### config.mk
export PLATFORM = sky130hd
export DESIGN_NAME = ssmc_top
export DESIGN_NICKNAME = d
export VERILOG_FILES = /design/src/hw/ssmc_timer.v /design/src/hw/ssmc_top.v
export VERILOG_INCLUDE_DIRS = /design/src /design/src/hw
export SDC_FILE = /design/constraint.sdc
export NUM_CORES = 1
export LEC_CHECK = 0
export BUFFER_PORTS_ARGS = -buffer_cell sky130_fd_sc_hd__buf_4
export CORE_UTILIZATION = 25
export DETAILED_ROUTE_END_ITERATION = 10
export HOLD_SLACK_MARGIN = 0.08
export SYNTH_ARGS = -nofsm -noshare
export SYNTH_HDL_FRONTEND = slang
export SYNTH_HIERARCHICAL = 1
export SYNTH_SLANG_ARGS = --single-unit
### constraint.sdc
create_clock -name pclk -period 2.5 [get_ports pclk]
set_clock_uncertainty 0.1 [all_clocks]
set_input_delay 0.375 -clock pclk [delete_from_list [all_inputs] [get_ports pclk]]
set_output_delay 0.375 -clock pclk [all_outputs]
set_load 0.01 [all_outputs]
### src/hw/ssmc_regs.vh
// Register map, field positions, reset values and timing for the supervisor mode control.
`ifndef SSMC_REGS_VH
`define SSMC_REGS_VH

// Byte offsets on the APB bus.
`define SSMC_LOW_CTL_OFS     8'h00
`define SSMC_HIGH_CTL_OFS    8'h04
`define SSMC_STATUS_OFS      8'h08
`define SSMC_MASK_OFS        8'h0c
`define SSMC_STATE_OFS       8'h10

// Control register fields, shared by the low-side and high-side registers.
`define SSMC_SUP_EN_BIT      0
`define SSMC_SUP_MD_BIT      1
`define SSMC_SUP_FP_BIT      2
`define SSMC_MON_EN_BIT      3
`define SSMC_MON_FP_BIT      4
`define SSMC_AUTO_BIT        5
`define SSMC_SUP_RST_BIT     6
`define SSMC_MON_RST_BIT     7
`define SSMC_OVP_EN_BIT      8
`define SSMC_CTL_W           9

// Both sides come up enabled in normal mode, kept on in deep sleep.
`define SSMC_LOW_CTL_RST     9'h00b
`define SSMC_HIGH_CTL_RST    9'h00b

// Status and mask layout.
`define SSMC_ST_LOW_SETTLE   0
`define SSMC_ST_HIGH_SETTLE  1
`define SSMC_ST_LSUP_EVT     2
`define SSMC_ST_LMON_EVT     3
`define SSMC_ST_HSUP_EVT     4
`define SSMC_ST_HMON_EVT     5
`define SSMC_ST_OVP_EVT      6
`define SSMC_ST_W            7
`define SSMC_ST_EVT_LO       2
`define SSMC_ST_RST          7'h00

// Unit state encoding.
`define SSMC_UNIT_OFF        2'h0
`define SSMC_UNIT_NORMAL     2'h1
`define SSMC_UNIT_FULL       2'h2

// Power levels: two and above are the deep sleep levels.
`define SSMC_DEEP_LEVEL      3'h2

// Timing in microseconds and clock rate in MHz.
`define SSMC_CLK_MHZ         50
`define SSMC_SLOW_US         150
`define SSMC_FAST_US         2
`define SSMC_CNT_W           16

`endif

### src/hw/ssmc_timer.v
// Down-counting delay timer with a busy flag.
`timescale 1ns/1ps
module ssmc_timer #(
	parameter CW = 16
) (
	input  wire          pclk,
	input  wire          presetn,
	input  wire          start,
	input  wire [CW-1:0] load,
	output reg           busy_q
);

	reg [CW-1:0] cnt_q;

	// A new start restarts the delay even while it is running.
	always @(posedge pclk or negedge presetn) begin
		if (!presetn) begin
			cnt_q  <= {CW{1'b0}};
			busy_q <= 1'b0;
		end else if (start) begin
			cnt_q  <= load;
			busy_q <= 1'b1;
		end else if (busy_q) begin
			if (cnt_q <= {{(CW-1){1'b0}}, 1'b1}) begin
				cnt_q  <= {CW{1'b0}};
				busy_q <= 1'b0;
			end else begin
				cnt_q <= cnt_q - {{(CW-1){1'b0}}, 1'b1};
			end
		end
	end

endmodule // ssmc_timer

### src/hw/ssmc_top.v
// Supply supervisor and monitor mode control with APB registers.
//
// Functional notes
// - Both low units normal: 150 us wake hold.
// - Both disabled or both full: 2 us hold.
// - Low supervisor full performance: 2 us settling.
// - Low supervisor normal: 150 us settling.
// - Enabled low unit, not full: slow wake.
// - Enable clear: unit off in every mode.
// - Deep sleep: mode bit, auto control decide.
// - Overvoltage enable: high monitor triggers reset.
// - High auto control: monitor off in sleep.
// - Low events cause reset or interrupt.
`timescale 1ns/1ps
`include "ssmc_regs.vh"
module ssmc_top #(
	parameter SLOW_CYC = `SSMC_SLOW_US * `SSMC_CLK_MHZ
) (
	input  wire        pclk,
	input  wire        presetn,
	input  wire        psel,
	input  wire        penable,
	input  wire        pwrite,
	input  wire [7:0]  paddr,
	input  wire [31:0] pwdata,
	output reg  [31:0] prdata,
	output reg         pready,
	output reg         pslverr,
	input  wire [2:0]  lpm_level,
	input  wire        low_sup_trip,
	input  wire        low_mon_trip,
	input  wire        high_sup_trip,
	input  wire        high_mon_trip,
	input  wire        high_over_trip,
	output wire        cpu_hold,
	output reg         por_req,
	output reg         irq,
	output reg  [1:0]  low_sup_state,
	output reg  [1:0]  low_mon_state,
	output reg  [1:0]  high_sup_state,
	output reg  [1:0]  high_mon_state
);

	localparam CW       = `SSMC_CNT_W;
	localparam FAST_CYC = `SSMC_FAST_US * `SSMC_CLK_MHZ;
	localparam [CW-1:0] SLOW_LD = SLOW_CYC[CW-1:0];
	localparam [CW-1:0] FAST_LD = FAST_CYC[CW-1:0];
	localparam NTMR     = 3;
	localparam T_LOW    = 0;
	localparam T_HIGH   = 1;
	localparam T_WAKE   = 2;

	reg  [`SSMC_CTL_W-1:0] low_ctl_q;
	reg  [`SSMC_CTL_W-1:0] high_ctl_q;
	reg  [`SSMC_ST_W-1:0]  evt_q;
	reg  [`SSMC_ST_W-1:0]  mask_q;
	reg                    deep_q;
	wire                   deep_now;
	wire [NTMR-1:0]        tmr_start;
	wire [NTMR*CW-1:0]     tmr_load;
	wire [NTMR-1:0]        tmr_busy;
	wire                   acc;
	wire                   wr_acc;
	wire                   rd_acc;
	wire                   wr_low;
	wire                   wr_high;
	wire                   wr_status;
	wire                   wr_mask;
	wire                   mapped;
	wire                   slow_wake;
	wire                   wake;
	wire [`SSMC_ST_W-1:0]  status;
	wire [`SSMC_ST_W-1:0]  evt_set;
	wire [`SSMC_ST_W-1:0]  evt_clr;
	wire [`SSMC_ST_W-1:0]  evt_d;
	wire                   por_d;
	wire [1:0]             lsup_d;
	wire [1:0]             lmon_d;
	wire [1:0]             hsup_d;
	wire [1:0]             hmon_d;
	wire                   ovp_mode;
	reg  [31:0]            rdata_d;

	// Unit state for one supervisor or monitor. Monitors have no mode bit and
	// pass md=1; kill forces the unit off in deep sleep under auto control.
	function [1:0] unit_state;
		input en;
		input md;
		input fp;
		input auto;
		input deep;
		input kill;
		begin
			if (!en) begin
				unit_state = `SSMC_UNIT_OFF;
			end else if (!deep) begin
				unit_state = fp ? `SSMC_UNIT_FULL : `SSMC_UNIT_NORMAL;
			end else if (!md) begin
				unit_state = `SSMC_UNIT_OFF;
			end else if (!auto) begin
				unit_state = fp ? `SSMC_UNIT_FULL : `SSMC_UNIT_NORMAL;
			end else if (fp && !kill) begin
				unit_state = `SSMC_UNIT_NORMAL;
			end else begin
				unit_state = `SSMC_UNIT_OFF;
			end
		end
	endfunction

	// APB decode. Each access phase lasts two cycles; pready rises in the
	// second one, and writes land on the edge that samples it high.
	assign acc       = psel & penable & pready;
	assign wr_acc    = acc & pwrite;
	assign rd_acc    = psel & penable & ~pready & ~pwrite;
	assign mapped    = (paddr == `SSMC_LOW_CTL_OFS) ||
	                   (paddr == `SSMC_HIGH_CTL_OFS) ||
	                   (paddr == `SSMC_STATUS_OFS) ||
	                   (paddr == `SSMC_MASK_OFS) ||
	                   (paddr == `SSMC_STATE_OFS);
	assign wr_low    = wr_acc & (paddr == `SSMC_LOW_CTL_OFS);
	assign wr_high   = wr_acc & (paddr == `SSMC_HIGH_CTL_OFS);
	assign wr_status = wr_acc & (paddr == `SSMC_STATUS_OFS);
	assign wr_mask   = wr_acc & (paddr == `SSMC_MASK_OFS);

	always @(posedge pclk or negedge presetn) begin
		if (!presetn) begin
			pready  <= 1'b0;
			pslverr <= 1'b0;
			prdata  <= 32'h0000_0000;
		end else begin
			pready  <= psel & penable & ~pready;
			pslverr <= psel & penable & ~pready & ~mapped;
			if (rd_acc) begin
				prdata <= rdata_d;
			end
		end
	end

	always @* begin
		rdata_d = 32'h0000_0000;
		case (paddr)
		`SSMC_LOW_CTL_OFS: begin
			rdata_d[`SSMC_CTL_W-1:0] = low_ctl_q;
		end
		`SSMC_HIGH_CTL_OFS: begin
			rdata_d[`SSMC_CTL_W-1:0] = high_ctl_q;
		end
		`SSMC_STATUS_OFS: begin
			rdata_d[`SSMC_ST_W-1:0] = status;
		end
		`SSMC_MASK_OFS: begin
			rdata_d[`SSMC_ST_W-1:0] = mask_q;
		end
		`SSMC_STATE_OFS: begin
			rdata_d[7:0] = {high_mon_state, high_sup_state,
			                low_mon_state, low_sup_state};
			rdata_d[8]   = tmr_busy[T_WAKE];
		end
		default: begin
			rdata_d = 32'h0000_0000;
		end
		endcase
	end

	// Control registers.
	always @(posedge pclk or negedge presetn) begin
		if (!presetn) begin
			low_ctl_q  <= `SSMC_LOW_CTL_RST;
			high_ctl_q <= `SSMC_HIGH_CTL_RST;
			mask_q     <= `SSMC_ST_RST;
		end else begin
			if (wr_low) begin
				low_ctl_q <= pwdata[`SSMC_CTL_W-1:0];
			end
			if (wr_high) begin
				high_ctl_q <= pwdata[`SSMC_CTL_W-1:0];
			end
			if (wr_mask) begin
				mask_q <= pwdata[`SSMC_ST_W-1:0];
			end
		end
	end

	// Power level tracking; leaving deep sleep is a wake.
	assign deep_now = (lpm_level >= `SSMC_DEEP_LEVEL);
	assign wake     = deep_q & ~deep_now;

	always @(posedge pclk or negedge presetn) begin
		if (!presetn) begin
			deep_q <= 1'b0;
		end else begin
			deep_q <= deep_now;
		end
	end

	// Settling timers restart on every control write; their busy flags are
	// the settle flags. The low delay follows the low supervisor's
	// performance setting, the high delay the high supervisor's.
	assign tmr_start[T_LOW]  = wr_low;
	assign tmr_start[T_HIGH] = wr_high;
	assign tmr_load[T_LOW*CW +: CW] =
		pwdata[`SSMC_SUP_FP_BIT] ? FAST_LD : SLOW_LD;
	assign tmr_load[T_HIGH*CW +: CW] =
		pwdata[`SSMC_SUP_FP_BIT] ? FAST_LD : SLOW_LD;

	// Slow wake whenever an enabled low unit runs in normal performance.
	assign slow_wake =
		(low_ctl_q[`SSMC_SUP_EN_BIT] & ~low_ctl_q[`SSMC_SUP_FP_BIT]) |
		(low_ctl_q[`SSMC_MON_EN_BIT] & ~low_ctl_q[`SSMC_MON_FP_BIT]);
	assign tmr_start[T_WAKE] = wake;
	assign tmr_load[T_WAKE*CW +: CW] = slow_wake ? SLOW_LD : FAST_LD;

	genvar gi;
	generate
		for (gi = 0; gi < NTMR; gi = gi + 1) begin : g_tmr
			ssmc_timer #(
				.CW (CW)
			) u_tmr (
				.pclk    (pclk),
				.presetn (presetn),
				.start   (tmr_start[gi]),
				.load    (tmr_load[gi*CW +: CW]),
				.busy_q  (tmr_busy[gi])
			);
		end
	endgenerate

	assign cpu_hold = tmr_busy[T_WAKE];

	// Unit states for the coming cycle.
	assign lsup_d = unit_state(low_ctl_q[`SSMC_SUP_EN_BIT],
	                           low_ctl_q[`SSMC_SUP_MD_BIT],
	                           low_ctl_q[`SSMC_SUP_FP_BIT],
	                           low_ctl_q[`SSMC_AUTO_BIT], deep_now, 1'b0);
	assign lmon_d = unit_state(low_ctl_q[`SSMC_MON_EN_BIT], 1'b1,
	                           low_ctl_q[`SSMC_MON_FP_BIT],
	                           low_ctl_q[`SSMC_AUTO_BIT], deep_now, 1'b0);
	assign hsup_d = unit_state(high_ctl_q[`SSMC_SUP_EN_BIT],
	                           high_ctl_q[`SSMC_SUP_MD_BIT],
	                           high_ctl_q[`SSMC_SUP_FP_BIT],
	                           high_ctl_q[`SSMC_AUTO_BIT], deep_now, 1'b0);
	assign hmon_d = unit_state(high_ctl_q[`SSMC_MON_EN_BIT], 1'b1,
	                           high_ctl_q[`SSMC_MON_FP_BIT],
	                           high_ctl_q[`SSMC_AUTO_BIT], deep_now,
	                           1'b1);

	always @(posedge pclk or negedge presetn) begin
		if (!presetn) begin
			low_sup_state  <= `SSMC_UNIT_OFF;
			low_mon_state  <= `SSMC_UNIT_OFF;
			high_sup_state <= `SSMC_UNIT_OFF;
			high_mon_state <= `SSMC_UNIT_OFF;
		end else begin
			low_sup_state  <= lsup_d;
			low_mon_state  <= lmon_d;
			high_sup_state <= hsup_d;
			high_mon_state <= hmon_d;
		end
	end

	// Comparator trips count only from units that are on; all but the overvoltage trip also need their side settled.
	// With overvoltage protection on, the high monitor watches for
	// overvoltage instead of undervoltage.
	assign ovp_mode = high_ctl_q[`SSMC_OVP_EN_BIT];
	assign evt_set[`SSMC_ST_LOW_SETTLE]  = 1'b0;
	assign evt_set[`SSMC_ST_HIGH_SETTLE] = 1'b0;
	assign evt_set[`SSMC_ST_LSUP_EVT] = low_sup_trip & ~tmr_busy[T_LOW] &
		(low_sup_state != `SSMC_UNIT_OFF);
	assign evt_set[`SSMC_ST_LMON_EVT] = low_mon_trip & ~tmr_busy[T_LOW] &
		(low_mon_state != `SSMC_UNIT_OFF);
	assign evt_set[`SSMC_ST_HSUP_EVT] = high_sup_trip & ~tmr_busy[T_HIGH] &
		(high_sup_state != `SSMC_UNIT_OFF);
	assign evt_set[`SSMC_ST_HMON_EVT] = high_mon_trip & ~ovp_mode &
		~tmr_busy[T_HIGH] & (high_mon_state != `SSMC_UNIT_OFF);
	assign evt_set[`SSMC_ST_OVP_EVT] = high_over_trip & ovp_mode &
		(high_mon_state != `SSMC_UNIT_OFF);

	// Sticky event bits; a new event wins over a write-one clear.
	assign evt_clr = wr_status ? pwdata[`SSMC_ST_W-1:0] : `SSMC_ST_RST;
	assign evt_d   = evt_set | (evt_q & ~evt_clr);

	assign status = {evt_q[`SSMC_ST_W-1:`SSMC_ST_EVT_LO],
	                 tmr_busy[T_HIGH], tmr_busy[T_LOW]};

	// Reset request: low events by their select bits, the high supervisor
	// by its select bit, the high monitor by its own or always in
	// overvoltage mode.
	assign por_d =
		(evt_set[`SSMC_ST_LSUP_EVT] & low_ctl_q[`SSMC_SUP_RST_BIT]) |
		(evt_set[`SSMC_ST_LMON_EVT] & low_ctl_q[`SSMC_MON_RST_BIT]) |
		(evt_set[`SSMC_ST_HSUP_EVT] & high_ctl_q[`SSMC_SUP_RST_BIT]) |
		(evt_set[`SSMC_ST_HMON_EVT] & high_ctl_q[`SSMC_MON_RST_BIT]) |
		evt_set[`SSMC_ST_OVP_EVT];

	always @(posedge pclk or negedge presetn) begin
		if (!presetn) begin
			evt_q   <= `SSMC_ST_RST;
			por_req <= 1'b0;
			irq     <= 1'b0;
		end else begin
			evt_q   <= evt_d;
			por_req <= por_d;
			irq     <= |({evt_d[`SSMC_ST_W-1:`SSMC_ST_EVT_LO],
			             tmr_busy[T_HIGH], tmr_busy[T_LOW]} & mask_q);
		end
	end

endmodule // ssmc_top

==> results of run 1 <==
-- worst max path at each step --
stage,from,to,cells past startpoint
floorplan,paddr[0],g_tmr[0].u_tmr/cnt_q[11],9
global placement,paddr[0],high_ctl_q[7],6
detailed placement,paddr[0],high_ctl_q[2],6
CTS,g_tmr[1].u_tmr/cnt_q[0],g_tmr[1].u_tmr/cnt_q[12],6
global route,g_tmr[1].u_tmr/cnt_q[0],g_tmr[1].u_tmr/cnt_q[12],6
finish,paddr[0],high_ctl_q[7],6
-- logic make-up after synthesis --
group | after synthesis | share of synthesized area, %
AOI/OAI and AO/OA | 147 | 14.87
xor gates and xnor gates | 12 | 1.782
adders and majority gates | 9 | 1.909
buffers and inverters | 71 | 6.258
DFF | 103 | 43.83
muxes | 46 | 9.695
other | 2 | 0.1273
and+or+nand+nor | 229 | 21.53
-- through the flow --
stage                     instances  utilization [%]  power (W)
after detailed placement       1017            29.80   0.003046
after global placement         1017            29.80   0.003037
after global routing           1034            31.21   0.004797
after CTS                      1034            31.21   0.004569
after floorplan                 670                -   0.002748
final                          1034            31.21   0.004524
-- Yosys cell counts (2+ instances only) --
master,count,area [um2]
a31oi_1,14,87.58
clkbuf_1,16,60.06
nor3b_1,3,22.52
o21a_1,11,82.58
o21ai_0,63,315.3
or3b_4,3,33.78
ha_1,9,112.6
nand2_1,78,292.8
nand4_1,9,56.30
or4_1,6,45.04
mux2_2,29,326.6
mux4_2,6,135.1
o21ai_1,5,25.02
a22oi_1,2,15.01
inv_1,25,93.84
a21boi_0,2,15.01
nor3_1,18,90.09
a21oi_1,21,105.1
mux2i_1,11,110.1
nor2b_1,7,43.79
o31ai_1,3,22.52
o41ai_1,6,52.55
o211ai_1,5,37.54
and4b_1,3,30.03
buf_4,24,180.2
conb_1,2,7.510
buf_2,4,20.02
and4bb_2,3,37.54
o22ai_1,4,25.02
a211oi_1,3,22.52
nor4_4,5,106.4
xor2_1,6,52.55
dfrtp_1,97,2427
and2_1,11,68.82
nor2_1,46,172.7
or2_1,2,12.51
nand3_1,11,55.05
o21ai_2,3,26.28
xnor2_1,6,52.55
nand4b_1,4,35.03
or3_1,4,25.02
nor4_1,6,37.54
dfstp_2,6,157.7
-- area by class of cell --
class                   count  area [um2]
clock inverters             6       86.33
fillers                  2380       15760
inverters                  26       97.59
clock buffers              10       229.0
multi-input cells         496        3136
repair buffers             80       628.1
well taps                 313       391.6
flip-flops and latches    103        2585
-- flip-flops by register name, summed over array words and instances (netlist names) --
register and cells:
deep_q 1, evt_q 5, g_tmr.u_tmr/busy_q 3, g_tmr.u_tmr/cnt_q 48, high_ctl_q 9, high_mon_state 2, high_sup_state 2, irq 1
low_ctl_q 9, low_mon_state 2, low_sup_state 2, mask_q 7, por_req 1, prdata 9, pready 1, pslverr 1
-- metal layers --
| metal | track usage, % | up-vias |
|---|---|---|
| met1 | 15.76 | 2251 |
| li1 | - | 2351 |
| met4 | 3.735 | 2 |
| met5 | 0 | - |
| met3 | 3.778 | 18 |
| met2 | 19.24 | 120 |
-- power by group through the flow --
stage	combinational, W	clock, W	sequential, W
floorplan	0.000670	0	0.00208
global placement	0.000906	0	0.00213
detailed placement	0.000912	0	0.00213
CTS	0.000923	0.00154	0.00211
global route	0.00103	0.00162	0.00214
finish	0.000914	0.00150	0.00211
-- layout by cell type (no fill, tap or decap), types with 11 or more instances in the layout --
| master | Yosys | final |
|---|---|---|
| dfrtp_1 | 97 | 97 |
| nand2_1 | 78 | 78 |
| buf_4 | 24 | 77 |
| o21ai_0 | 63 | 61 |
| conb_1 | 2 | 53 |
| nor2_1 | 46 | 46 |
| mux2_2 | 29 | 29 |
| inv_1 | 25 | 25 |
| a21oi_1 | 21 | 21 |
| nor3_1 | 18 | 18 |
| a31oi_1 | 14 | 14 |
| nand3_1 | 11 | 11 |
| and2_1 | 11 | 11 |
| o21a_1 | 11 | 11 |
| mux2i_1 | 11 | 11 |
==> flow_metrics.tcl, run 1 <==
set metrics [dict create \
    clkTransAtPathRegs_ns 0.07 \
    outcome "finished, final reports clean" \
    initial_core_util_pct 25.74 \
    p_leak_nw 3.003 \
    vias 4742 \
    synth_ff_type "dfrtp_1" \
    grt_pass1_wl_um 22980 \
    wl_met3_um 747 \
    reg2reg_from "g_tmr[1].u_tmr/cnt_q[0]" \
    peakVddDrop_uv 374.9 \
    dpl.hpwl_um 10610 \
    fin_setup_tns_ns 0 \
    p_sw_share_pct 30.52 \
    drv_slew 0 \
    grt.overflow.total 0 \
    cp_common_cell "buf_4" \
    fin_ws_ns 0.2286 \
    ctsHoldBuffers 1 \
    cts_buffer_depth 2 \
    via_per_inst 4.586 \
    synth_edf_count 0 \
    path_cells "buf_4, or4_4, or3_4, nor4b_4, buf_4, mux2_2" \
    powerDensity_nw_per_um2 632.5 \
    n_antenna_cell 0 \
    seq_power_share_pct 46.6 \
    die_y_um 155.6 \
    crit_buf_inv 2 \
    grt.total_usage_pct 12.14 \
    dr.max_layer_used "met5" \
    criticalPathCategory "primary input to flip-flop" \
    fin_crit_sh_pct 90.86 \
    min_period_ns 2.271 \
    first_global_vias 4508 \
    pre_cts_slack_ns -0.1306 \
    drive_above_1_share_pct 21.50 \
    clock_latency_ns 0.35 \
    ctsRootBufferMaster "clkbuf_16" \
    min_path_type "primary input to flip-flop" \
    max_cap_violations 0 \
    dr.pass1.iters 4 \
    antenna_found_initial 1 \
    p_sw_w 0.001381 \
    wl_met2_um 6445 \
    hold_depth 2 \
    area_growth_pct 21.28 \
    max_freq_ghz 0.4403 \
    async_flop_share_pct 100.0 \
    clock-sinks 103 \
    numPortBuffers 50 \
    intPower_w 0.003143 \
    tightest_slew_ns 0.5699 \
    placementRows 55 \
    drc 0 \
    critPathSlowestCell "or4_4" \
    nets 778 \
    ios 98 \
    cts_resized 0 \
    grt_max_degree 44 \
    critPathRequiredTime_ns 2.64 \
    cts_tree "done" \
    cp.arrival_ns 2.41 \
    finalWirelength_um 14080 \
    pwr-share-comb_pct 20.2 \
    critPathMaxFanout 9 \
    stdcell_area_um2 7153 \
    ys_ff_latch 103 \
    startpoint_type "primary input" \
    first_iter_violations 190 \
    synth_cell_types 60 \
    max_stage_delay_ns 0.54 \
    ant_nets 0 \
    wl_per_cell_um 13.62 \
    hold_ws_ns 0.1507 \
    post-cts-setup-buffers 0 \
    met1_length_um 6622 \
    ff2ff_path_depth 6 \
    synthesis.area_um2 5898 \
    setup-violations-final 0 \
    seq_area_frac_synth_pct 43.83 \
    yosysWarnings 6 \
    holdCritStartpoint "pwdata[6]" \
    end_kind "flip-flop" \
    syn_area_per_cell_um2 9.529 \
    hold_path_end "evt_q[6]" \
    dieWidth_um 155.6 \
    rsz0062_at_grt "false" \
    reg2reg_slack_ns 0.24 \
    r2r-end "g_tmr[1].u_tmr/cnt_q[12]" \
    hold_viol 0 \
    slew_headroom_pct 62.00 \
    critPathTopFamily "simple AND/OR/NAND/NOR gates" \
    numCtsBuffers 9 \
    gp_congestion 0.8259 \
    dpl-instance-area_um2 6828 \
    power_frac_clock_pct 33.2 \
    syn_inst 619 \
    dieArea_um2 24210 \
    coreArea_um2 22920 \
    h-tree-depth 3 \
]
Power figures use the tool's default switching activity.
==> run 2: changes to the inputs <==
--- a/config.mk
+++ b/config.mk
@@ -7,9 +7,10 @@
 export NUM_CORES = 1
 export LEC_CHECK = 0
 export BUFFER_PORTS_ARGS = -buffer_cell sky130_fd_sc_hd__buf_4
-export CORE_UTILIZATION = 25
+export CORE_UTILIZATION = 57
 export DETAILED_ROUTE_END_ITERATION = 10
 export HOLD_SLACK_MARGIN = 0.08
+export PLACE_DENSITY = 0.81
 export SYNTH_ARGS = -nofsm -noshare
 export SYNTH_HDL_FRONTEND = slang
 export SYNTH_HIERARCHICAL = 1
==> constraint.sdc (replaced) <==
create_clock -name pclk -period 2.15 [get_ports pclk]
set_clock_uncertainty 0.1 [all_clocks]
set_input_delay 0.3225 -clock pclk [delete_from_list [all_inputs] [get_ports pclk]]
set_output_delay 0.3225 -clock pclk [all_outputs]
set_load 0.01 [all_outputs]
==> flow_metrics.tcl, run 2 (same netlist as run 1, synthesis figures left out) <==
set metrics [dict create \
    numCtsBuffers 9 \
    ctsRootBufferMaster "clkbuf_8" \
    intPower_w 0.003262 \
    initial_core_util_pct 59.52 \
    h-tree-depth 3 \
    gp_congestion 0.9145 \
    criticalPathCategory "primary input to flip-flop" \
    die_y_um 103.7 \
    grt.overflow.total 0 \
    max_cap_violations 0 \
    n_antenna_cell 0 \
    clock-sinks 103 \
    grt.total_usage_pct 27.86 \
    min_period_ns 2.131 \
    cp.arrival_ns 2.30 \
    finalWirelength_um 14400 \
    hold_viol 0 \
    clock_latency_ns 0.38 \
    ant_nets 0 \
    vias 5134 \
    peakVddDrop_uv 466.0 \
    nets 801 \
    p_leak_nw 3.096 \
    tightest_slew_ns 0.5718 \
    placementRows 36 \
    numPortBuffers 50 \
    grt.met1_usage_pct 36.00 \
    wl_per_cell_um 16.42 \
    final_cell_mix "dfrtp_1, buf_4, nand2_1, conb_1, o21ai_0" \
    mostFrequentLayoutCell "dfrtp_1" \
    drv_slew 0 \
    critPathMaxFanout 3 \
    outcome "finished, final reports clean" \
    seq_power_share_pct 50.8 \
    dpl-instance-area_um2 6739 \
    busiest_layer "met2" \
    top_register "g_tmr.u_tmr/cnt_q" \
    min_path_type "primary input to flip-flop" \
    grt_max_degree 39 \
    fillCellCount 731 \
    dieArea_um2 10760 \
    max_freq_ghz 0.4693 \
    drive_above_1_share_pct 26.48 \
    met2_usage_pct 46.02 \
    dieWidth_um 103.7 \
    coreArea_um2 9910 \
    slew_headroom_pct 61.88 \
    setup-violations-final 0 \
    grt_pass1_wl_um 23980 \
    first_global_vias 4914 \
    multiInputGateArea_um2 3263 \
    powerDensity_nw_per_um2 685.3 \
    startpoint_type "primary input" \
    end_kind "flip-flop" \
    power_frac_clock_pct 24.2 \
    pwr-share-comb_pct 25.0 \
    critPathRequiredTime_ns 2.32 \
    dpl.hpwl_um 10450 \
    largest_reg_flops 48 \
    p_sw_share_pct 33.06 \
    cts_buffer_depth 2 \
    clkTransAtPathRegs_ns 0.09 \
    antenna_found_initial 0 \
    stdcell_area_um2 7112 \
    cts_tree "done" \
    fin_setup_tns_ns 0 \
    p_sw_w 0.001611 \
    rsz0062_at_grt "true" \
    dr.pass1.iters 5 \
    gr-usage-met3_pct 6.104 \
    first_iter_violations 275 \
    ios 98 \
    drc 0 \
    area_growth_pct 20.58 \
    via_per_inst 5.854 \
    seq_area_um2 2585 \
    fin_crit_sh_pct 99.10 \
]
==> run 2: changes by cell type in the layout (fill, tap and decap cells not counted), moves of 5 or more <==
cell / previous run / this run
mux2_2: 29 / 22
buf_6: 0 / 5
o21ai_0: 61 / 50
mux2_4: 0 / 7
clkbuf_8: 0 / 9
buf_4: 77 / 94
clkbuf_16: 9 / 0
o21ai_1: 7 / 15
inv_1: 25 / 20
==> run 2: timing repair <==
item | CTS | global route
pin swaps | 0 | 4
endpoints found under the hold margin | 32 | 0
resized for setup | 5 | 23
endpoints found under the setup margin | 3 | 24
setup buffers | 0 | 7
hold buffers | 3 | 0
==> run 2: final cells by class <==
type                            instances  area share [%]
Sequential cell                       103           36.35
Multi-Input combinational cell        496           45.88
Clock inverter                          4          0.6685
Inverter                               26           1.443
Tap cell                              133           2.340
Clock buffer                           12           1.900
Timing Repair Buffer                  103           11.42
==> run 2: path summary, 6_finish.rpt <==
kind,start,to,slack (ns),cells after the start
max,paddr[0],g_tmr[1].u_tmr/cnt_q[11],0.02,8
min,pwdata[0],low_ctl_q[0],0.1,3
max reg2reg,g_tmr[0].u_tmr/cnt_q[1],g_tmr[0].u_tmr/cnt_q[12],0.03,7
min reg2reg,prdata[4],prdata[4],0.39,2
max in group asynchronous,presetn,low_ctl_q[1],1.00,3
min in group asynchronous,presetn,high_ctl_q[8],0.33,2
==> run 2: critical path, stage by stage <==
cell,delay (ns)
buf_6,0.09
or4_4,0.54
or3_4,0.43
nor4b_4,0.31
o211ai_1,0.18
nor3_2,0.20
xnor2_1,0.15
o21ai_1,0.08
==> run 2: per-stage QoR <==
step                hold slack (ns)  instances  total power (W)  setup slack (ns)  utilization [%]
finish                      0.09856        877         0.004874           0.01934            71.77
global route                0.08513        877         0.005159          -0.06142            71.77
CTS                         0.08197        870         0.004814          0.005442            70.40
detailed placement           0.2000        851         0.003609           -0.4232            68.01
global placement             0.1973        851         0.003549           -0.3432            68.01
floorplan                  -0.07309        670         0.003212           -0.5256                -
==> run 2: per-layer routing <==
metal  vias to the layer above  part of all wire, %
met2                       238                   48
met1                      2470                   43
met5                         -                    0
met4                         0                  2.0
met3                        28                  6.9
li1                       2398                    -
==> run 2: power groups by stage <==
| stage | registers, W | clock network [W] | logic (W) |
|---|---|---|---|
| after floorplan | 0.00242 | 0 | 0.000795 |
| after global placement | 0.00247 | 0 | 0.00108 |
| after detailed placement | 0.00248 | 0 | 0.00113 |
| final | 0.00247 | 0.00118 | 0.00122 |
| after global routing | 0.00251 | 0.00130 | 0.00135 |
| after CTS | 0.00245 | 0.00121 | 0.00115 |
==> run 3: changes to the inputs <==
==> constraint.sdc (replaced) <==
create_clock -name pclk -period 2.4 [get_ports pclk]
set_clock_uncertainty 0.1 [all_clocks]
set_input_delay 0.36 -clock pclk [delete_from_list [all_inputs] [get_ports pclk]]
set_output_delay 0.36 -clock pclk [all_outputs]
set_load 0.01 [all_outputs]
==> flow_metrics.tcl, run 3 (same netlist as run 1, synthesis figures left out) <==
set metrics [dict create \
    placementRows 36 \
    grt.total_usage_pct 26.98 \
    area_growth_pct 15.68 \
    nets 776 \
    wl_per_cell_um 15.74 \
    final_cell_mix "dfrtp_1, nand2_1, buf_4, o21ai_0, conb_1" \
    clock-sinks 103 \
    grt.overflow.total 0 \
    dieWidth_um 103.7 \
    fin_crit_sh_pct 95.57 \
    cts_tree "done" \
    critPathRequiredTime_ns 2.57 \
    dpl.cell_count 835 \
    setup-violations-final 0 \
    rsz0062_at_grt "false" \
    top_register "g_tmr.u_tmr/cnt_q" \
    path_cells "inv_1, ha_1, or3b_4, or3_1, o21ai_1, o41ai_2, mux2_2" \
    antenna_found_initial 0 \
    mostFrequentLayoutCell "dfrtp_1" \
    gp_congestion 0.9146 \
    cts_buffer_depth 2 \
    numCtsBuffers 9 \
    slew_headroom_pct 49.87 \
    dpl.hpwl_um 9848 \
    h-tree-depth 3 \
    first_global_vias 4824 \
    peakVddDrop_uv 371.2 \
    coreArea_um2 9910 \
    max_stage_delay_ns 0.45 \
    holdCritStartpoint "pwdata[4]" \
    clock_latency_ns 0.38 \
    post-cts-setup-buffers 0 \
    clkTransAtPathRegs_ns 0.10 \
    largest_reg_flops 48 \
    max_cap_violations 0 \
    dr.pass1.iters 7 \
    ios 98 \
    cp.arrival_ns 2.46 \
    critPathMaxFanout 6 \
    grt_max_degree 52 \
    grt_pass1_wl_um 23180 \
    n_antenna_cell 0 \
    initial_core_util_pct 59.52 \
    numPortBuffers 50 \
    outcome "finished, final reports clean" \
    dieArea_um2 10760 \
    hold_viol 0 \
    drv_slew 0 \
    finalWirelength_um 13410 \
    reg2reg_from "g_tmr[0].u_tmr/cnt_q[0]" \
    critPathSlowestCell "dfrtp_1" \
    vias 4937 \
    die_y_um 103.7 \
    cp-startpoint "g_tmr[0].u_tmr/cnt_q[0]" \
    min_period_ns 2.294 \
    criticalPathCategory "flip-flop to flip-flop" \
    first_iter_violations 329 \
    final_util_pct 68.85 \
    startpoint_type "flip-flop" \
    via_per_inst 5.795 \
    drc 0 \
    ctsRootBufferMaster "clkbuf_8" \
    end_kind "flip-flop" \
    ant_nets 0 \
    tightest_slew_ns 0.7504 \
    critPathTopFamily "simple AND/OR/NAND/NOR gates" \
    p_leak_nw 2.947 \
    max_freq_ghz 0.4360 \
    drive_above_1_share_pct 21.84 \
    crit_buf_inv 1 \
    powerDensity_nw_per_um2 639.0 \
    fillCellCount 742 \
    min_path_type "primary input to flip-flop" \
    fin_cells 852 \
]
-- run 3: changes by cell type in the layout (fill, tap and decap cells not counted), moves of 4 or more --
cell     previous run  this run
buf_4              94        76
buf_6               5         0
o21ai_0            50        60
inv_2               4         0
o21ai_1            15         8
mux2_4              7         0
mux2_2             22        29
inv_1              20        24
-- run 3: path summary, 6_finish.rpt --
path / to / slack, ns / depth (start not counted)
setup / recovery: g_tmr[0].u_tmr/cnt_q[12] / 0.11 / 7
min in group asynchronous: evt_q[6] / 0.36 / 2
max in group asynchronous: low_ctl_q[0] / 1.14 / 3
hold / removal: low_ctl_q[4] / 0.11 / 3
setup reg to reg: g_tmr[0].u_tmr/cnt_q[12] / 0.11 / 7
hold reg to reg: pready / 0.39 / 1
-- run 3: what timing repair did --
item	in CTS	in global routing
hold buffers	1	0
endpoints found under the setup margin	0	1
gates resized for setup	0	1
endpoints found under the hold margin	33	0
-- run 3: worst reg2reg max path, stage by stage (launching register included) --
cell and delay [ns]:
dfrtp_1 0.45, inv_1 0.11, ha_1 0.22, or3b_4 0.42, or3_1 0.37, o21ai_1 0.16, o41ai_2 0.09, mux2_2 0.26
-- run 3: metal layers --
layer / GRT usage (%) / up-vias / wire [um]
met5: 0 / - / 0
met1: 35.39 / 2390 / 5776
li1: - / 2329 / -
met2: 43.82 / 188 / 6465
met4: 10.61 / 0 / 367
met3: 5.916 / 30 / 799
-- run 3: report_power, final --
group	switching, W	total, W	internal, W
logic	0.000515	0.000957	0.000443
clock network	0.000618	0.00121	0.000589
registers	0.000280	0.00220	0.00192
total	0.00141	0.00436	0.00295
-- run 3: layout make-up --
class	count	area, um2	share of cell area (%)
timing repair buffer	78	600.6	8.802
clock inverter	7	96.34	1.412
sequential	103	2585	37.89
tap	133	166.4	2.439
clock buffer	9	123.9	1.816
multi-input combinational	496	3151	46.18
inverter	26	100.1	1.467
-- run 3: metrics by stage --
stage / setup TNS (ns) / setup WS [ns] / cell area [um2] / hold slack, ns / power [W]
after floorplan: -3.309 / -0.3131 / 6141 / -0.03559 / 0.002866
after global placement: -4.134 / -0.1898 / 6585 / 0.2316 / 0.003116
after detailed placement: -4.959 / -0.2706 / 6585 / 0.2380 / 0.003166
after CTS: 0 / 0.1071 / 6815 / 0.08971 / 0.004379
after global routing: 0 / 0.01921 / 6823 / 0.1058 / 0.004620
final: 0 / 0.1062 / 6823 / 0.1112 / 0.004360
